<file path="config.mk">
export PLATFORM = sky130hd
export DESIGN_NAME = fecf_ctrl
export DESIGN_NICKNAME = d
export VERILOG_FILES = /design/src/shared/fecf_pkg.sv /design/src/rtl/fecf_ctrl.sv /design/src/rtl/fecf_cycle.sv
export SDC_FILE = /design/constraint.sdc
export NUM_CORES = 1
export LEC_CHECK = 0
export ABC_AREA = 1
export ABC_CLOCK_PERIOD_IN_PS = 4200
export BUFFER_PORTS_ARGS = -buffer_cell sky130_fd_sc_hd__buf_2
export CAP_MARGIN = 10
export CORE_AREA = 3 3 124 126
export DETAILED_ROUTE_END_ITERATION = 12
export DIE_AREA = 0 0 127 129
export PLACE_DENSITY = 0.79
export SLEW_MARGIN = 20
export SYNTH_ARGS = -nofsm -noshare
export SYNTH_HDL_FRONTEND = slang
export SYNTH_SLANG_ARGS = --single-unit
</file>
<file path="constraint.sdc">
create_clock -name aclk -period 4.2 [get_ports aclk]
set_input_delay 0 -clock aclk [delete_from_list [all_inputs] [get_ports aclk]]
set_output_delay 0 -clock aclk [all_outputs]
set_load 0.01 [all_outputs]
</file>
<file path="src/shared/fecf_pkg.sv">
package fecf_pkg;
  // ----------------
  // timing (clock and pin)
  // ----------------
  localparam int CLK_NS = 100; // aclk period
  localparam int WP_NS = 65; // least write strobe low time
  localparam int WP_CYC = (WP_NS + CLK_NS - 1) / CLK_NS; // rounded up
  localparam int RD_ACC_NS = 100; // read access time
  localparam int SYNC_STAGES = 2; // data input synchroniser depth
  localparam int RD_WAIT_CYC = (RD_ACC_NS + CLK_NS - 1) / CLK_NS + SYNC_STAGES;
  localparam int SUSP_MAX_NS = 15000; // longest toggle stop after suspend
  localparam int SUSP_MAX_CYC = SUSP_MAX_NS / CLK_NS; // rounded down
  localparam int CNT_W = 8; // width of the small timing counters

  // ----------------
  // register map (byte offsets on the AXI4-Lite slave)
  // ----------------
  localparam int AXI_AW = 8;
  localparam logic [7:0] REG_CTRL = 8'h00; // op code, write starts it
  localparam logic [7:0] REG_ADDR = 8'h04; // flash byte address
  localparam logic [7:0] REG_WDATA = 8'h08; // byte to program
  localparam logic [7:0] REG_STATUS = 8'h0C; // read only
  localparam logic [18:0] ADDR_RST = 19'h00000;
  localparam logic [7:0] WDATA_RST = 8'h00;
  localparam int CTRL_OP_LSB = 0;
  localparam int ST_BUSY = 0; // status: operation under way
  localparam int ST_FAIL = 1; // status: operation failed
  localparam int ST_TMO = 2; // status: suspend did not settle in time
  localparam int ST_RD_LSB = 8; // status: last byte read back
  localparam logic [1:0] RESP_OKAY = 2'h0;
  localparam logic [1:0] RESP_SLVERR = 2'h2;

  // ----------------
  // flash command codes and status bit positions
  // ----------------
  localparam logic [18:0] SETUP_ADDR = 19'h05555; // fixed command address
  localparam logic [7:0] CMD_ERASE_SETUP = 8'h80;
  localparam logic [7:0] CMD_ERASE_CONFIRM = 8'h30;
  localparam logic [7:0] CMD_PROGRAM = 8'hA0;
  localparam logic [7:0] CMD_SUSPEND = 8'hB0;
  localparam logic [7:0] CMD_RESUME = 8'h30;
  localparam int DONE_POLL_BIT = 7;
  localparam int FLIP_STATUS_BIT = 6;
  localparam int FAIL_FLAG = 5;
  localparam int TIMER_WINDOW_FLAG = 3;

  // operations software can order
  typedef enum logic [2:0] {
    OP_READ = 3'h0, // one read, array or status
    OP_BYTE_WRITE_CMD = 3'h1, // byte program, then poll
    OP_BLOCK_WIPE_CMD = 3'h2, // full six-cycle block erase
    OP_ADD_BLOCK = 3'h3, // extra confirm inside the window
    OP_SUSPEND_CMD = 3'h4, // suspend, then poll until settled
    OP_RESUME_CMD = 3'h5,
    OP_RESET = 3'h6,
    OP_POLL = 3'h7 // poll until the toggle bit settles
  } fecf_op_t;

  // flash pin bundle driven by the host
  typedef struct packed {
    logic ce_n;
    logic we_n;
    logic oe_n;
    logic [18:0] addr;
    logic [7:0] dq_out;
    logic dq_oe_n; // low while the host drives dq
  } fecf_pins_t;
endpackage : fecf_pkg

</file>
<file path="src/rtl/fecf_ctrl.sv">
`timescale 1ns/1ps
// Functional notes
// - erase: two unlocks then setup at fixed address
// - sixth cycle confirm code at block address
// - more confirms add blocks, restart timeout
// - fail flag set: host issues reset command
// - program: two unlocks then program code
// - suspend code any address, only during erase
// - toggle stops within limit, poll outside blocks
// - resume code any address, no unlocks
module fecf_ctrl #(
  parameter logic [18:0] UNLOCK1_ADDR = 19'h00000, // first unlock address
  parameter logic [7:0] UNLOCK1_DATA = 8'h00, // first unlock byte
  parameter logic [18:0] UNLOCK2_ADDR = 19'h00001, // second unlock address
  parameter logic [7:0] UNLOCK2_DATA = 8'h01, // second unlock byte
  parameter logic [7:0] RESET_CODE = 8'hFF // reset command byte
) (
  input wire logic aclk,
  input wire logic aresetn,
  input wire logic clk_en,
  input wire logic s_axi_awvalid,
  output logic s_axi_awready,
  input wire logic [fecf_pkg::AXI_AW-1:0] s_axi_awaddr,
  input wire logic s_axi_wvalid,
  output logic s_axi_wready,
  input wire logic [31:0] s_axi_wdata,
  input wire logic [3:0] s_axi_wstrb,
  output logic s_axi_bvalid,
  input wire logic s_axi_bready,
  output logic [1:0] s_axi_bresp,
  input wire logic s_axi_arvalid,
  output logic s_axi_arready,
  input wire logic [fecf_pkg::AXI_AW-1:0] s_axi_araddr,
  output logic s_axi_rvalid,
  input wire logic s_axi_rready,
  output logic [31:0] s_axi_rdata,
  output logic [1:0] s_axi_rresp,
  output fecf_pkg::fecf_pins_t flash_pins,
  input wire logic [7:0] flash_dq_in
);
  import fecf_pkg::*;

  // ----------------
  // data input synchroniser
  // ----------------
  logic [7:0] dq_meta_q; // first stage, read only by dq_sync_q
  logic [7:0] dq_sync_q;

  // the flash answers without our clock, so two flops before use
  always_ff @(posedge aclk) begin
    if (!aresetn) begin
      dq_meta_q <= '0;
      dq_sync_q <= '0;
    end else if (clk_en) begin
      dq_meta_q <= flash_dq_in;
      dq_sync_q <= dq_meta_q;
    end
  end

  // ----------------
  // AXI4-Lite write channel
  // ----------------
  logic awready_q, wready_q, bvalid_q; // channel handshakes
  logic aw_hold_q, w_hold_q; // address / data taken, waiting for partner
  logic [AXI_AW-1:0] awaddr_q;
  logic [31:0] wdata_q;
  logic [3:0] wstrb_q;
  logic [1:0] bresp_q;
  logic [18:0] addr_q; // flash address register
  logic [7:0] wdata8_q; // program byte register
  logic [31:0] wmask; // byte-enable mask

  wire aw_hs = s_axi_awvalid & awready_q;
  wire w_hs = s_axi_wvalid & wready_q;
  wire wr_fire = aw_hold_q & w_hold_q & ~bvalid_q;
  wire sel_ctrl = (awaddr_q == REG_CTRL);
  wire sel_addr = (awaddr_q == REG_ADDR);
  wire sel_wdat = (awaddr_q == REG_WDATA);
  wire wr_known = sel_ctrl | sel_addr | sel_wdat | (awaddr_q == REG_STATUS);

  // byte lanes select which bits a write changes
  for (genvar g = 0; g < 4; g++) begin : g_lane
    assign wmask[8*g +: 8] = {8{wstrb_q[g]}};
  end
  wire [31:0] addr_merged = ({13'h0, addr_q} & ~wmask) | (wdata_q & wmask);
  wire [31:0] wdat_merged = ({24'h0, wdata8_q} & ~wmask) | (wdata_q & wmask);

  // address and data are taken in either order, the answer follows both
  always_ff @(posedge aclk) begin
    if (!aresetn) begin
      awready_q <= 1'b1;
      wready_q <= 1'b1;
      aw_hold_q <= 1'b0;
      w_hold_q <= 1'b0;
      bvalid_q <= 1'b0;
      bresp_q <= RESP_OKAY;
      awaddr_q <= '0;
      wdata_q <= '0;
      wstrb_q <= '0;
      addr_q <= ADDR_RST;
      wdata8_q <= WDATA_RST;
    end else if (clk_en) begin
      if (aw_hs) begin
        aw_hold_q <= 1'b1;
        awready_q <= 1'b0;
        awaddr_q <= s_axi_awaddr;
      end
      if (w_hs) begin
        w_hold_q <= 1'b1;
        wready_q <= 1'b0;
        wdata_q <= s_axi_wdata;
        wstrb_q <= s_axi_wstrb;
      end
      if (wr_fire) begin
        aw_hold_q <= 1'b0;
        w_hold_q <= 1'b0;
        bvalid_q <= 1'b1;
        bresp_q <= wr_known ? RESP_OKAY : RESP_SLVERR;
        if (sel_addr) addr_q <= addr_merged[18:0];
        if (sel_wdat) wdata8_q <= wdat_merged[7:0];
      end
      if (bvalid_q & s_axi_bready) begin
        bvalid_q <= 1'b0;
        awready_q <= 1'b1;
        wready_q <= 1'b1;
      end
    end
  end

  // ----------------
  // operation sequencer
  // ----------------
  typedef enum logic [2:0] {
    SQ_IDLE = 3'b000,
    SQ_ISSUE = 3'b001,
    SQ_WAITC = 3'b011,
    SQ_EVAL = 3'b010,
    SQ_FINISH = 3'b110
  } fecf_sq_t;

  fecf_sq_t sq_q; // sequencer state
  fecf_op_t op_q; // operation under way
  logic [2:0] step_q; // bus cycle index within the operation
  logic cyc_start_q; // one-cycle start to the pin sequencer
  logic have_prev_q; // a first poll read is stored
  logic [7:0] prev_q; // previous poll read
  logic [7:0] last_rd_q; // last byte read back
  logic fail_seen_q; // fail flag seen once while toggling
  logic fail_q, tmo_q, auto_rst_q;
  logic [CNT_W-1:0] sus_cnt_q; // suspend settle timer
  logic cyc_done;
  logic [7:0] cyc_rdata;

  // a new order is taken only when idle; a busy write is ignored
  wire start_op = wr_fire & sel_ctrl & wstrb_q[0] & (sq_q == SQ_IDLE);
  wire fecf_op_t new_op = fecf_op_t'(wdata_q[CTRL_OP_LSB +: 3]);

  // write cycles per operation; the rest of an operation is reads
  wire is_prog = (op_q == OP_BYTE_WRITE_CMD);
  wire is_erase = (op_q == OP_BLOCK_WIPE_CMD);
  wire [2:0] nsteps = is_prog ? 3'd4 : is_erase ? 3'd6 :
                      (op_q == OP_READ || op_q == OP_POLL) ? 3'd0 : 3'd1;
  wire polls = is_prog | (op_q == OP_SUSPEND_CMD) | (op_q == OP_POLL);
  wire in_reads = (step_q >= nsteps);

  // command byte and address of the current write step
  wire unlk1 = (is_prog | is_erase) & (step_q == 3'd0 || (is_erase && step_q == 3'd3));
  wire unlk2 = (is_prog | is_erase) & (step_q == 3'd1 || (is_erase && step_q == 3'd4));
  wire setup = (is_prog | is_erase) & (step_q == 3'd2);
  wire [7:0] one_code = (op_q == OP_ADD_BLOCK) ? CMD_ERASE_CONFIRM :
                        (op_q == OP_SUSPEND_CMD) ? CMD_SUSPEND :
                        (op_q == OP_RESUME_CMD) ? CMD_RESUME : RESET_CODE;
  wire [7:0] last_code = is_prog ? wdata8_q :
                         is_erase ? CMD_ERASE_CONFIRM : one_code;
  wire [7:0] step_data = unlk1 ? UNLOCK1_DATA : unlk2 ? UNLOCK2_DATA :
                         setup ? (is_prog ? CMD_PROGRAM : CMD_ERASE_SETUP) :
                         last_code;
  // target address also serves suspend polling outside the erased blocks
  wire [18:0] step_addr = unlk1 ? UNLOCK1_ADDR : unlk2 ? UNLOCK2_ADDR :
                          setup ? SETUP_ADDR : addr_q;

  // poll evaluation on the byte just read
  wire toggling = have_prev_q & (prev_q[FLIP_STATUS_BIT] ^ cyc_rdata[FLIP_STATUS_BIT]);
  wire settled = have_prev_q & ~toggling;
  wire flagged = cyc_rdata[FAIL_FLAG];
  wire sus_over = (op_q == OP_SUSPEND_CMD) & (sus_cnt_q >= CNT_W'(SUSP_MAX_CYC));
  wire went_bad = (settled & flagged) | (toggling & flagged & fail_seen_q);

  // control flow of one operation: writes, then reads until settled
  always_ff @(posedge aclk) begin
    if (!aresetn) begin
      sq_q <= SQ_IDLE;
      op_q <= OP_READ;
      step_q <= '0;
      cyc_start_q <= 1'b0;
      have_prev_q <= 1'b0;
      prev_q <= '0;
      last_rd_q <= '0;
      fail_seen_q <= 1'b0;
      fail_q <= 1'b0;
      tmo_q <= 1'b0;
      auto_rst_q <= 1'b0;
      sus_cnt_q <= '0;
    end else if (clk_en) begin
      cyc_start_q <= 1'b0;
      if (sq_q != SQ_IDLE && sus_cnt_q != '1) sus_cnt_q <= sus_cnt_q + 1'b1;
      case (sq_q)
        SQ_IDLE: begin
          if (start_op) begin
            op_q <= new_op;
            step_q <= '0;
            have_prev_q <= 1'b0;
            fail_seen_q <= 1'b0;
            fail_q <= 1'b0;
            tmo_q <= 1'b0;
            sus_cnt_q <= '0;
            sq_q <= SQ_ISSUE;
          end
        end
        SQ_ISSUE: begin
          cyc_start_q <= 1'b1;
          sq_q <= SQ_WAITC;
        end
        SQ_WAITC: begin
          if (cyc_done) sq_q <= SQ_EVAL;
        end
        SQ_EVAL: begin
          if (!in_reads) begin
            // another write step, a poll phase, or finished
            step_q <= step_q + 1'b1;
            sq_q <= (step_q + 1'b1 == nsteps && !polls) ? SQ_FINISH : SQ_ISSUE;
          end else begin
            // status byte, including the window flag after erase cycles
            last_rd_q <= cyc_rdata;
            prev_q <= cyc_rdata;
            have_prev_q <= 1'b1;
            if (op_q == OP_READ || settled) begin
              fail_q <= went_bad;
              auto_rst_q <= went_bad;
              sq_q <= SQ_FINISH;
            end else if (went_bad || sus_over) begin
              fail_q <= went_bad;
              tmo_q <= sus_over;
              auto_rst_q <= went_bad;
              sq_q <= SQ_FINISH;
            end else begin
              if (toggling & flagged) begin
                // fail flag while busy: confirm with one more pair
                fail_seen_q <= 1'b1;
                have_prev_q <= 1'b0;
              end
              sq_q <= SQ_ISSUE;
            end
          end
        end
        SQ_FINISH: begin
          if (auto_rst_q) begin
            // clear the device's write controller after a failure
            auto_rst_q <= 1'b0;
            op_q <= OP_RESET;
            step_q <= '0;
            sq_q <= SQ_ISSUE;
          end else begin
            sq_q <= SQ_IDLE;
          end
        end
        default: sq_q <= SQ_IDLE;
      endcase
    end
  end

  // ----------------
  // pin sequencer
  // ----------------
  fecf_cycle u_cycle (
    .aclk(aclk),
    .aresetn(aresetn),
    .clk_en(clk_en),
    .start(cyc_start_q),
    .wr(~in_reads),
    .addr(step_addr),
    .data(step_data),
    .dq_sync(dq_sync_q),
    .pins(flash_pins),
    .done(cyc_done),
    .rdata(cyc_rdata)
  );

  // ----------------
  // AXI4-Lite read channel
  // ----------------
  logic arready_q, rvalid_q;
  logic [31:0] rdata_q;
  logic [1:0] rresp_q;

  wire ar_hs = s_axi_arvalid & arready_q;
  wire [31:0] status_word = {16'h0, last_rd_q, 5'h0, tmo_q, fail_q, (sq_q != SQ_IDLE)};
  wire rd_ctrl = (s_axi_araddr == REG_CTRL);
  wire rd_addr = (s_axi_araddr == REG_ADDR);
  wire rd_wdat = (s_axi_araddr == REG_WDATA);
  wire rd_stat = (s_axi_araddr == REG_STATUS);
  wire [31:0] rd_word = rd_ctrl ? {29'h0, op_q} : rd_addr ? {13'h0, addr_q} :
                        rd_wdat ? {24'h0, wdata8_q} : rd_stat ? status_word : 32'h0;

  // answer one cycle after the address is taken
  always_ff @(posedge aclk) begin
    if (!aresetn) begin
      arready_q <= 1'b1;
      rvalid_q <= 1'b0;
      rdata_q <= '0;
      rresp_q <= RESP_OKAY;
    end else if (clk_en) begin
      if (ar_hs) begin
        arready_q <= 1'b0;
        rvalid_q <= 1'b1;
        rdata_q <= rd_word;
        rresp_q <= (rd_ctrl | rd_addr | rd_wdat | rd_stat) ? RESP_OKAY : RESP_SLVERR;
      end else if (rvalid_q & s_axi_rready) begin
        rvalid_q <= 1'b0;
        arready_q <= 1'b1;
      end
    end
  end

  assign s_axi_awready = awready_q;
  assign s_axi_wready = wready_q;
  assign s_axi_bvalid = bvalid_q;
  assign s_axi_bresp = bresp_q;
  assign s_axi_arready = arready_q;
  assign s_axi_rvalid = rvalid_q;
  assign s_axi_rdata = rdata_q;
  assign s_axi_rresp = rresp_q;
endmodule : fecf_ctrl

</file>
<file path="src/rtl/fecf_cycle.sv">
`timescale 1ns/1ps
module fecf_cycle (
  input wire logic aclk,
  input wire logic aresetn,
  input wire logic clk_en,
  input wire logic start,
  input wire logic wr,
  input wire logic [18:0] addr,
  input wire logic [7:0] data,
  input wire logic [7:0] dq_sync,
  output fecf_pkg::fecf_pins_t pins,
  output logic done,
  output logic [7:0] rdata
);
  import fecf_pkg::*;

  // ----------------
  // one bus cycle on the flash pins, write or read
  // ----------------
  typedef enum logic [2:0] {
    CY_IDLE = 3'b000,
    CY_SETUP = 3'b001,
    CY_STROBE = 3'b011,
    CY_HOLD = 3'b010,
    CY_END = 3'b110
  } fecf_cy_t;

  fecf_cy_t st_q; // cycle state
  fecf_pins_t pins_q; // registered pin drive
  logic [CNT_W-1:0] cnt_q; // strobe and access wait counter
  logic wr_q; // cycle kind
  logic done_q;
  logic [7:0] rdata_q;

  wire cnt_end = (cnt_q == '0);
  localparam logic [CNT_W-1:0] WP_LOAD = CNT_W'(WP_CYC - 1);
  localparam logic [CNT_W-1:0] RD_LOAD = CNT_W'(RD_WAIT_CYC - 1);

  // state sequence; strobes idle high so the first edge after reset is a clean command
  always_ff @(posedge aclk) begin
    if (!aresetn) begin
      st_q <= CY_IDLE;
      pins_q <= '{ce_n: 1'b1, we_n: 1'b1, oe_n: 1'b1, addr: '0, dq_out: '0,
                  dq_oe_n: 1'b1};
      cnt_q <= '0;
      wr_q <= 1'b0;
      done_q <= 1'b0;
      rdata_q <= '0;
    end else if (clk_en) begin
      done_q <= 1'b0;
      case (st_q)
        CY_IDLE: begin
          if (start) begin
            // address and data set up before any strobe falls
            wr_q <= wr;
            pins_q.addr <= addr;
            pins_q.dq_out <= data;
            pins_q.dq_oe_n <= ~wr;
            pins_q.ce_n <= 1'b0;
            st_q <= CY_SETUP;
          end
        end
        CY_SETUP: begin
          // write: address latched on this falling edge; read: output enable on
          pins_q.we_n <= ~wr_q;
          pins_q.oe_n <= wr_q;
          cnt_q <= wr_q ? WP_LOAD : RD_LOAD;
          st_q <= CY_STROBE;
        end
        CY_STROBE: begin
          if (cnt_end) begin
            // rising write edge latches the data byte
            pins_q.we_n <= 1'b1;
            st_q <= CY_HOLD;
          end else begin
            cnt_q <= cnt_q - 1'b1;
          end
        end
        CY_HOLD: begin
          // data held two cycles past the rising edge, read sampled here
          rdata_q <= dq_sync;
          pins_q.oe_n <= 1'b1;
          st_q <= CY_END;
        end
        CY_END: begin
          pins_q.ce_n <= 1'b1;
          pins_q.dq_oe_n <= 1'b1;
          done_q <= 1'b1;
          st_q <= CY_IDLE;
        end
        default: st_q <= CY_IDLE;
      endcase
    end
  end

  assign pins = pins_q;
  assign done = done_q;
  assign rdata = rdata_q;
endmodule : fecf_cycle

</file>
# == Yosys cells after proc, flatten, opt, wreduce, memory -nomap -nowiden ==
# Cells that the tools add are included.
# totals
in_bits,68
regBits,199
elab_cells,270
out_inout_bits,72
# classes
reduce_logical,59
n_lt_le_gt_ge,2
n_eq_ne,39
n_bitwise,40
mux,88
add_sub_neg,3
# op_table
op,n
2-to-1 mux 8 bit,12
2-to-1 mux 19 bit,5
2-to-1 mux 3 bit,15
bitwise AND 19 bit,2
2-to-1 mux 1 bit,36
== test 8 x 4 -> 1 bit (second input constant),4
2-to-1 mux 16 bit,2
AND reduction 3 bit,9
== test 3 x 2 -> 1 bit (second input constant),8
logical NOT 8 bit,3
AND reduction 2 bit,12
nonzero test 2 bit,12
!= test 2 bit (second input constant),10
bitwise AND 1 bit,19
NOT 19 bit,1
bitwise OR 19 bit,1
== test 3 bit (second input constant),6
one-hot mux 1 bit (2 select lines),9
== test 8 x 3 -> 1 bit (second input constant),2
one-hot mux 8 bit (2 select lines),1
one-hot mux 3 bit (5 select lines),1
== test 3 x 1 -> 1 bit (second input constant),4
logical NOT 3 bit,4
one-hot mux 3 bit (4 select lines),1
other kinds (26),52

# == Logic depth before layout (Yosys ltp) ==
# Gate-level depths: netlist of the first run.
# logic_depth
ltp_word,11
mapped_depth,16
depth_no_buf,15

# == By module ==
# From an unflattened synthesis of the first run, not the netlist that was laid out.
# unflattened
hier_cells,1140
hier_area_um2,8303.0
# modules_own_cells
module,seq_area_each_um2,cells_each,instances,area_per_inst_um2
fecf_ctrl,2642.5,839,1,6100.9
fecf_cycle,1041.0,301,1,2202.1

# == Worst setup path before layout of the first run ==
# Ideal clock, no wire load.
# synth_timing
path_type,reg2reg
from,"register, netlist name op_q[1]"
to,register sus_cnt_q[5]
required_time_ps,4065
slack_ps,1931
n_path_buf,1
t_arrival_ps,2134
synth_period_minus_slack_ps,2269
setup_time_ps,135
path_stages_with_launch,15
cell_sequence,dfxtp_1 buf_6 inv_2 nor2_2 nand2_4 nand2_2 inv_1 ha_1 nand3b_1 nand3_1 inv_1 a21oi_1 nand3_1 o21ai_1 nor3b_1
# synth_rtl
element,line,source
to (signal assigned),fecf_ctrl.sv:206,if (sq_q != SQ_IDLE && sus_cnt_q != '1) sus_cnt_q <= sus_cnt_q + 1'b1;
to (decl),fecf_ctrl.sv:150,logic [CNT_W-1:0] sus_cnt_q;

==> metrics.md, run 1 <==
| Metric | Value |
|---|---|
| Final routed DRC violation total | `0` |
| Commonest cells in the netlist | `dfxtp_1 (184), nand2_1 (155), o21ai_0 (132), a21oi_1 (127), nor2_1 (125)` |
| Cell Pwr Density | `between 400 and 500 nW/um2` |
| Psw | `a little under 0.001 W` |
| Max-cap violation count | `0` |
| Comb pwr share | `under 10%` |
| CTS H-tree depth | `4` |
| Clk Latency, worst-skew pair | `about 0.43 ns` |
| Antenna Nets Post-Route | `0` |
| Via-per-instance ratio | `roughly 5.3` |
| Worst endpoint required time | `between 4 and 5 ns` |
| Minimum clock period after layout | `around 2.8 ns` |
| Leak Pwr | `about 4.1 nW` |
| Status | `finished, final reports clean` |
| Die Y-Extent | `between 100 and 150 um` |
| Synth Area per Inst | `about 7.5 um2` |
| Vias in the first global route | `between 6000 and 7000` |
| CTS Buf Count | `17` |
| Max IR drop VDD | `0.000319 V` |
| Via Count | `7280` |
| Synth Register Bits | `roughly 180` |
| RSZ-0062 raised after global routing | `no` |
| Most used DFF post-synth | `dfxtp_1` |
| TritonCTS clock tree | `yes` |
| Max clock buf depth | `2` |
| Crit path capture type | `register` |
| Initial Util | `between 50% and 60%` |
| Die Width | `~130 um` |
| Relative slew margins | `about 36%` |
| Async set or reset register ratio after synthesis | `0%` |
| I/O pins | `140` |
| DP HPWL | `between 10000 and 15000 um` |
| Die area | `about 16000 um2` |
| Clock power frac | `45.1%` |
| GR Util met1 | `29.9%` |
| Max Slew Vio Count | `0` |
| Worst-path clk slew | `0.07 ns` |
| Syn Inst Count | `1052` |
| Fin util | `approximately two thirds` |
| Reg power frac | `45.4%` |
| Met2 usage | `~39%` |
| Hold Fails Final Rpt | `0` |
| Drt first pass iters | `5` |
| GRT Max-Usage Layer | `met2` |
| Unique cell type count in the Yosys netlist | `between 40 and 50` |
| Fin crit share | `roughly two thirds` |
| Synth area leader | `dfxtp_1` |
| Largest cells by area after synthesis | `dfxtp_1 (47%), o21ai_0 (8.4%), a21oi_1 (8.1%)` |
| Sw frac | `23.9%` |
| Crit path max fanout | `8` |
| Initial antenna violation count | `0` |
| Fmax | `353 MHz` |
| Post-CTS Setup Bufs | `0` |
| Class of the worst hold path | `in -> reg` |
| Total track usage | `between 20% and 30%` |
| CTS root buf | `clkbuf_16` |
| GRT met3 Usage | `around 7%` |
| Row cnt | `44` |
| Count leader, synth | `dfxtp_1` |
| Overall Power | `0.00410 W` |
| Largest net degree at the start of global routing | `62` |
| Share of layout cells above drive strength 1 | `approximately 16%` |
| Number of synthesized flops with an enable pin | `0` |
| RD Place Congestion | `between 0.8 and 0.9` |
| Fin nets | `approximately 1300` |
| Internal power | `between 0.003 and 0.004 W` |
| First-pass GRT wire length | `around 32000 um` |
| Clock sinks | `around 180` |
| Kind of critical path | `reg -> reg` |
| WL per Instance | `about 14 um` |
| Total global routing overflow | `0` |
| Initial DRC Count | `548` |
| Synth Warn # | `0` |
| Layout area overhead | `21.9%` |
| Share of the synthesized area in the top cell type | `47.0%` |
| Core box area | `14400 um2` |
| Setup TNS | `0 ns` |
| Critical Path AT | `3.12 ns` |
| Worst-margin pin slew | `just under 1 ns` |
| # diodes | `0` |
| Final setup violation count | `0` |
| Port-buffer cells | `110` |
| Post-cts sizing count | `0` |
| CP Launch Type | `register` |
| Worst clock skew | `between 0.01 and 0.015 ns` |
| Final std cells w/o fill | `roughly 1400` |
| Placed cells | `approximately 1300` |
| Seq/Total Area, Yosys | `a little under half` |
| Mapped cell area | `7840 um2` |
| Routed WL | `19400 um` |
layer usage:
layer	routed length, um	vias up
met5	0	-
met4	366	0
met3	1460	37
met2	9200	244
met1	8330	3319
li1	-	3680
layout by cell type, fill, tap and decap left out, types with 12 or more instances in the layout:
| master | n |
|---|---|
| clkbuf_16 | 17 |
| ha_1 | 12 |
| buf_2 | 110 |
| nand2_2 | 13 |
| dlygate4sd3_1 | 45 |
| nand2_1 | 155 |
| a21oi_1 | 127 |
| conb_1 | 15 |
| inv_1 | 112 |
| nor2_1 | 125 |
| nand3_1 | 40 |
| o21ai_0 | 132 |
| dfxtp_1 | 184 |
power by group through the flow:
stage / clock network, W / registers (W) / logic (W)
5_1_grt: 0.00194 / 0.00187 / 0.000444
3_3_place_gp: 0 / 0.00190 / 0.000341
4_1_cts: 0.00187 / 0.00186 / 0.000385
6_report: 0.00185 / 0.00186 / 0.000390
2_1_floorplan: 0 / 0.00189 / 0.000262
3_5_place_dp: 0 / 0.00190 / 0.000350
cell families after synthesis:
| kind of cell | after synthesis | synth area share (%) |
|---|---|---|
| AO/OA/AOI/OAI | 295 | 20.0 |
| XOR/XNOR | 9 | 1.01 |
| adder cells (fa/ha/maj) | 12 | 1.91 |
| buffers and inverters | 180 | 9.64 |
| flip-flops | 184 | 47.0 |
| other | 1 | 0.0478 |
| AND/OR/NAND/NOR | 371 | 20.4 |
metrics by stage:
| step | worst slack, ns | area, um2 | hold slack (ns) |
|---|---|---|---|
| detailed placement | 1.40 | 8420 | 0.227 |
| global placement | 1.48 | 8420 | 0.224 |
| finish | 1.37 | 9560 | 0.0439 |
| CTS | 1.39 | 9560 | 0.0370 |
| floorplan | 1.93 | 7900 | 0.135 |
| global route | 1.13 | 9560 | 0.0879 |
final cells by class:
class	instances	area [um2]
Multi-Input combinational cell	702	3460
Clock inverter	13	238
Tap cell	184	230
Inverter	123	463
Clock buffer	19	453
Fill cell	1206	4860
Timing Repair Buffer	160	1040
Sequential cell	184	3680
path summary, 6_finish.rpt:
| kind | start | end | slack (ns) | cells after the start |
|---|---|---|---|---|
| worst max-delay path | op_q[1]$_SDFFE_PN0P_ | sus_cnt_q[6]$_SDFFE_PN0P_ | 1.37 | 13 |
| worst min-delay path | s_axi_araddr[4] | s_axi_rdata[0]$_SDFFE_PN0P_ | 0.04 | 6 |
| worst max register to register | op_q[1]$_SDFFE_PN0P_ | sus_cnt_q[6]$_SDFFE_PN0P_ | 1.37 | 13 |
| worst min register to register | wdata_q[17]$_SDFFE_PN0P_ | wdata_q[17]$_SDFFE_PN0P_ | 0.44 | 2 |
what timing repair did:
action | 4_1_cts | 5_1_grt
hold buffers | 45 | 0
setup endpoints to repair | 0 | 0
endpoints found under the hold margin | 52 | 0
worst max-delay path, cell delays in order, from the launching register on:
cell and delay [ns]:
dfxtp_1 0.47, inv_2 0.07, nor2_2 0.15, nand2_4 0.09
nand2_2 0.12, inv_1 0.09, ha_1 0.33, nand3_1 0.09
nand3_1 0.20, inv_1 0.09, a21oi_1 0.21, nand3_1 0.15
o21ai_1 0.51, nor2_1 0.11
Note: power is estimated with default switching activity, not from simulation.
==> inputs of run 2 (changes only) <==
ABC_AREA = 0   (was 1)
ABC_CLOCK_PERIOD_IN_PS = 2700   (was 4200)
CORE_AREA = 3 3 123 125   (was 3 3 124 126)
DIE_AREA = 0 0 126 128   (was 0 0 127 129)
clock period = 2.7 ns   (was 4.2 ns; I/O delays follow)
==> run 2 against run 1 <==
  * Cell area is 1.9% lower
  * Register-to-register slack worse by 1.1 ns
  * Count of clock-buffer cells in the layout is 3 higher
  * Clock power is 37% higher
  * Worst hold slack better by 0.056 ns
  * Synthesized cell count is 13% lower
  * Via count is 4.7% lower
  * Synthesized area is 2.0% lower
  * Largest power group unchanged
==> metrics.md, run 2 <==
| Metric | Value |
|---|---|
| Max clock buf depth | `2` |
| Minimum clock period after layout | `2.39 ns` |
| Commonest non-fill, non-tap cells in the layout | `dfxtp_1 (184), nand2_1 (164), buf_2 (110), a21oi_1 (101), nor2_1 (100)` |
| Area occupied by multi-input gates | `about 3700 um2` |
| Final setup violation count | `0` |
| Max Slew Vio Count | `0` |
| CTS root buf | `clkbuf_16` |
| Layout area overhead | `22.0%` |
| Register-to-register setup slack | `~0.31 ns` |
| Die area | `16100 um2` |
| Initial antenna violation count | `0` |
| Routed WL | `between 15000 and 20000 um` |
| Total track usage | `roughly a quarter` |
| Max-cap violation count | `0` |
| Synth Register Bits | `about 180` |
| Fin crit share | `88.4%` |
| Via Count | `a little under 7000` |
| Commonest non-fill, non-tap cell in the layout | `dfxtp_1` |
| Post-cts sizing count | `0` |
| Drt first pass iters | `5` |
| DP HPWL | `12900 um` |
| Initial Util | `~55%` |
| Core box area | `14000 um2` |
| Final std cells w/o fill | `between 1000 and 1500` |
| Initial DRC Count | `592` |
| Seq/Total Area, Yosys | `47.9%` |
| Final hold slack | `roughly 0.1 ns` |
| RD Place Congestion | `approximately 0.9` |
| Number of synthesized flops with an enable pin | `0` |
| Vias in the first global route | `approximately 6500` |
| CTS H-tree depth | `4` |
| Setup TNS | `0 ns` |
| Largest net degree at the start of global routing | `a little over 80` |
| Syn Inst Count | `~910` |
| Die Width | `roughly 130 um` |
| Synth Area per Inst | `about 8.4 um2` |
| Fin nets | `around 1100` |
| Overall Power | `between 0.006 and 0.007 W` |
| Clk Latency, worst-skew pair | `around 0.43 ns` |
| I/O pins | `140` |
| Row cnt | `43` |
| Hold Fails Final Rpt | `0` |
| CTS Buf Count | `17` |
| Cell Pwr Density | `around 650 nW/um2` |
| Via-per-instance ratio | `around 5.6` |
| Commonest cells in the netlist | `dfxtp_1 (184), nand2_1 (164), a21oi_1 (101), nor2_1 (100), clkbuf_1 (41)` |
| TritonCTS clock tree | `yes` |
| Most used DFF post-synth | `dfxtp_1` |
| Mapped cell area | `7690 um2` |
| Fmax | `roughly 420 MHz` |
| Worst clock skew | `about 0.008 ns` |
| Antenna Nets Post-Route | `0` |
| Die Y-Extent | `about 130 um` |
| First-pass GRT wire length | `32000 um` |
| Largest cells by area after synthesis | `dfxtp_1 (48%), nand2_1 (8.0%), a21oi_1 (6.6%)` |
| Async set or reset register ratio after synthesis | `0%` |
| Kind of critical path | `reg -> reg` |
| Unique cell type count in the Yosys netlist | `between 60 and 70` |
| Count leader, synth | `dfxtp_1` |
| Fin util | `between 60% and 70%` |
| # fillers | `~1100` |
| # diodes | `0` |
| WL per Instance | `16.1 um` |
| Critical Path AT | `2.71 ns` |
| Worst-margin pin slew | `around 0.94 ns` |
| Final routed DRC violation total | `0` |
| Leak Pwr | `slightly below 4 nW` |
| Worst endpoint required time | `between 3 and 4 ns` |
| CP Launch Type | `register` |
| Routed wl met2 | `~9400 um` |
| Crit path max fanout | `11` |
| RSZ-0062 raised after global routing | `no` |
| Synth area leader | `dfxtp_1` |
| Crit path capture type | `register` |
| Status | `finished, final reports clean` |
| Share of the synthesized area in the top cell type | `about 48%` |
| Relative slew margins | `roughly 37%` |
| Class of the worst hold path | `in -> reg` |
| Total global routing overflow | `0` |
| Max IR drop VDD | `approximately 0.00052 V` |
| Met3 wire length | `between 1500 and 2000 um` |
| Sequential cell area | `approximately 3700 um2` |
| DR top layer | `met4` |
| Port-buffer cells | `110` |
| Routed length on met1 | `8490 um` |
| Worst-path clk slew | `~0.060 ns` |
| Placed cells | `between 1000 and 1500` |
| Clock sinks | `184` |
| Synth Warn # | `0` |
| Share of layout cells above drive strength 1 | `between 10% and 20%` |
==> run 2: cell types whose count changed after synthesis, moves of 10 or more <==
cell	previous run	this run
nor2_1	125	100
o21ai_0	132	22
nor3_1	8	20
a21oi_2	10	0
a21oi_1	127	101
nand2_2	13	0
mux2i_1	0	35
inv_2	10	0
a22oi_1	2	32
inv_1	112	15
==> run 2: final timing paths <==
check                                    start                            to  cells past startpoint
hold / removal                 s_axi_araddr[2]   s_axi_rdata[1]$_SDFFE_PN0P_                      4
setup reg to reg          op_q[0]$_SDFFE_PN0P_            tmo_q$_SDFFE_PN0P_                      9
hold reg to reg   u_cycle.pins[4]$_SDFFE_PN0P_  u_cycle.pins[4]$_SDFFE_PN0P_                      2
setup / recovery          op_q[0]$_SDFFE_PN0P_            tmo_q$_SDFFE_PN0P_                      9
==> run 2: cell families (layout without fill, tap and decap cells) <==
group / Yosys count / in the layout / synth area share (%)
AO/OA/AOI/OAI: 194 / 194 / 15.2
XOR/XNOR: 15 / 15 / 1.71
adder cells (fa/ha/maj): 12 / 12 / 1.95
buffers and inverters: 88 / 220 / 5.29
flip-flops: 184 / 184 / 47.9
multiplexers: 40 / 40 / 5.73
other: 1 / 15 / 0.0488
AND/OR/NAND/NOR: 378 / 378 / 22.1
==> run 2: per-stage QoR <==
stage	area [um2]	setup WS, ns
floorplan	7740	0.274
global placement	8310	0.354
CTS	9380	0.321
global route	9380	0.0838
finish	9380	0.313
detailed placement	8310	0.335
==> run 2: layout make-up <==
class / count / share of cell area, %
Clock buffer: 22 / 5.27
Clock inverter: 9 / 1.20
Inverter: 16 / 0.667
Timing Repair Buffer: 173 / 12.3
Tap cell: 180 / 2.40
Multi-Input combinational cell: 654 / 38.9
Sequential cell: 184 / 39.3
==> run 2: where the power goes <==
group	internal, W	switching, W
Combinational	0.000277	0.000395
Clock	0.00149	0.00104
Sequential	0.00281	0.000115
==> run 2: worst max-delay path: stages (launching register included) <==
cell	delay, ns
dfxtp_1	0.41
nor3b_1	0.30
a21oi_1	0.10
ha_1	0.31
a21oi_1	0.12
o21ai_1	0.09
and2_1	0.21
o211ai_1	0.34
nor3_1	0.09
a311o_1	0.32
==> run 2: per-layer routing <==
layer	track usage, %	vias to the layer above
li1	-	3376
met1	30.9	3251
met2	40.6	268
met3	6.33	40
met4	8.20	0
met5	0	-
==> run 2: what timing repair did <==
action	CTS	global route
setup buffers	0	0
hold buffers	47	0
endpoints found under the hold margin	46	0
==> inputs of run 3 (changes only) <==
CORE_AREA = 3 3 143 145   (was 3 3 123 125)
DIE_AREA = 0 0 146 148   (was 0 0 126 128)
PLACE_DENSITY = 0.61   (was 0.79)
SETUP_SLACK_MARGIN = 0.05   (was default)
==> run 3 against run 2 <==
  * Sequential power hardly changed
  * Die area up 34%
  * Global-route usage shrank 6.2 points
  * Core utilization is 18 points lower
  * Total power decreased by 0.92%
  * Sequential share of layout area shrank 0.62 points
  * Non-clock buffer count grew 6
  * Critical endpoint unchanged
==> metrics.md, run 3 (synthesized netlist as in run 2, its figures left out) <==
| Metric | Value |
|---|---|
| Max IR drop VDD | `0.000456 V` |
| Kind of critical path | `reg -> reg` |
| # fillers | `between 1500 and 2000` |
| Max Slew Vio Count | `0` |
| Largest net degree at the start of global routing | `61` |
| Class of the worst hold path | `in -> reg` |
| Commonest non-fill, non-tap cell in the layout | `dfxtp_1` |
| Core box area | `just under 20000 um2` |
| Clock sinks | `around 180` |
| Die area | `about 22000 um2` |
| Crit path capture type | `register` |
| Max clock buf depth | `2` |
| Vias in the first global route | `around 6300` |
| Layout area overhead | `24.0%` |
| Fin crit share | `between 80 and 90%` |
| Initial DRC Count | `about 350` |
| Share of layout cells above drive strength 1 | `16.9%` |
| DP HPWL | `between 10000 and 15000 um` |
| Initial Util | `slightly below 40%` |
| Total global routing overflow | `0` |
| Drt first pass iters | `5` |
| Relative slew margins | `between 50% and 60%` |
| Critical Path AT | `about 2.7 ns` |
| Sequential cell area | `between 3000 and 4000 um2` |
| CTS Buf Count | `17` |
| Worst clock skew | `0.0124 ns` |
| Total track usage | `a little under a fifth` |
| Crit path max fanout | `8` |
| CTS root buf | `clkbuf_16` |
| Max-cap violation count | `0` |
| I/O pins | `140` |
| Via-per-instance ratio | `about 5.0` |
| Final routed DRC violation total | `0` |
| TritonCTS clock tree | `yes` |
| First-pass GRT wire length | `between 30000 and 40000 um` |
| RD Place Congestion | `about 0.86` |
| RSZ-0062 raised after global routing | `no` |
| Via Count | `about 6700` |
| Initial antenna violation count | `0` |
| Antenna Nets Post-Route | `0` |
| Worst-path clk slew | `about 0.07 ns` |
| CP Launch Type | `register` |
| WL per Instance | `around 15 um` |
| Setup TNS | `0 ns` |
| Hold Fails Final Rpt | `0` |
| Row cnt | `between 50 and 60` |
| Routed WL | `slightly below 20000 um` |
| Leak Pwr | `just under 4 nW` |
| Die Y-Extent | `approximately 150 um` |
| # diodes | `0` |
| Die Width | `about 150 um` |
| Final setup violation count | `0` |
| Minimum clock period after layout | `approximately 2.4 ns` |
| Commonest non-fill, non-tap cells in the layout | `dfxtp_1 (183), nand2_1 (164), buf_2 (110), a21oi_1 (101), nor2_1 (100)` |
| Fin nets | `around 1100` |
| Status | `finished, final reports clean` |
| Cell Pwr Density | `~640 nW/um2` |
| Fin util | `49.3%` |
| Area occupied by multi-input gates | `between 3000 and 4000 um2` |
| Fmax | `between 400 and 500 MHz` |
| Clk Latency, worst-skew pair | `about 0.43 ns` |
| Worst-margin pin slew | `~0.69 ns` |
| Worst endpoint required time | `3.02 ns` |
| Port-buffer cells | `110` |
| CTS H-tree depth | `4` |
| Post-CTS Setup Bufs | `0` |
## run 3: changes by cell type in the layout (fill, tap and decap cells not counted), moves of 2 or more
cell           delta
clkinv_8          +2
dlygate4sd3_1     +3
clkinv_2          -2
buf_4             +3
clkbuf_8          -5
clkinv_4          +3
inv_6             +3
## run 3: timing repair
item / in CTS / in global routing
endpoints found under the setup margin: 0 / 16
hold buffers: 50 / 0
resized for setup: 0 / 3
endpoints found under the hold margin: 44 / 0
## run 3: area by class of cell
type / count / area share (%)
sequential: 184 / 38.6
clock buffer: 18 / 4.50
clock inverter: 14 / 1.69
inverter: 16 / 0.656
tap: 265 / 3.48
multi-input combinational: 654 / 38.4
timing repair buffer: 179 / 12.6
## run 3: final timing paths
| check | start | to | cells after the start | slack [ns] |
|---|---|---|---|---|
| max | op_q[1]$_SDFFE_PN0P_ | tmo_q$_SDFFE_PN0P_ | 10 | 0.29 |
| max reg2reg | op_q[1]$_SDFFE_PN0P_ | tmo_q$_SDFFE_PN0P_ | 10 | 0.29 |
| min | clk_en | u_cycle.st_q[0]$_SDFFE_PN0P_ | 3 | 0.1 |
| min reg2reg | u_cycle.pins[4]$_SDFFE_PN0P_ | u_cycle.pins[4]$_SDFFE_PN0P_ | 2 | 0.45 |
## run 3: stage by stage
step	hold slack (ns)	instance area (um2)	power (W)	instances	setup WS (ns)
floorplan	0.136	7740	0.00341	926	0.274
global placement	0.234	8430	0.00358	1248	0.188
detailed placement	0.242	8430	0.00358	1248	0.139
CTS	0.0818	9530	0.00611	1330	0.133
global route	0.139	9540	0.00633	1330	0.0877
finish	0.0964	9540	0.00606	1330	0.287
## run 3: routing by layer
layer	routed length [um]	global-route usage (%)	up-vias
met4	272	5.50	0
met2	9430	30.1	115
li1	-	-	3400
met3	717	3.46	18
met5	0	0	-
met1	9310	24.2	3171
## run 3: power by group
part | switching, W | total, W | internal [W]
Combinational | 0.000386 | 0.000667 | 0.000281
Clock | 0.00117 | 0.00248 | 0.00132
Sequential | 0.000111 | 0.00291 | 0.00280
## run 3: worst max-delay path, cell delays in order (launching register included)
cell      delay (ns)
dfxtp_1         0.32
buf_4           0.16
nor2_4          0.21
a21oi_1         0.12
ha_1            0.30
a21oi_1         0.12
o21ai_1         0.09
and2_1          0.21
o211ai_1        0.37
nor3_1          0.10
a311o_1         0.32
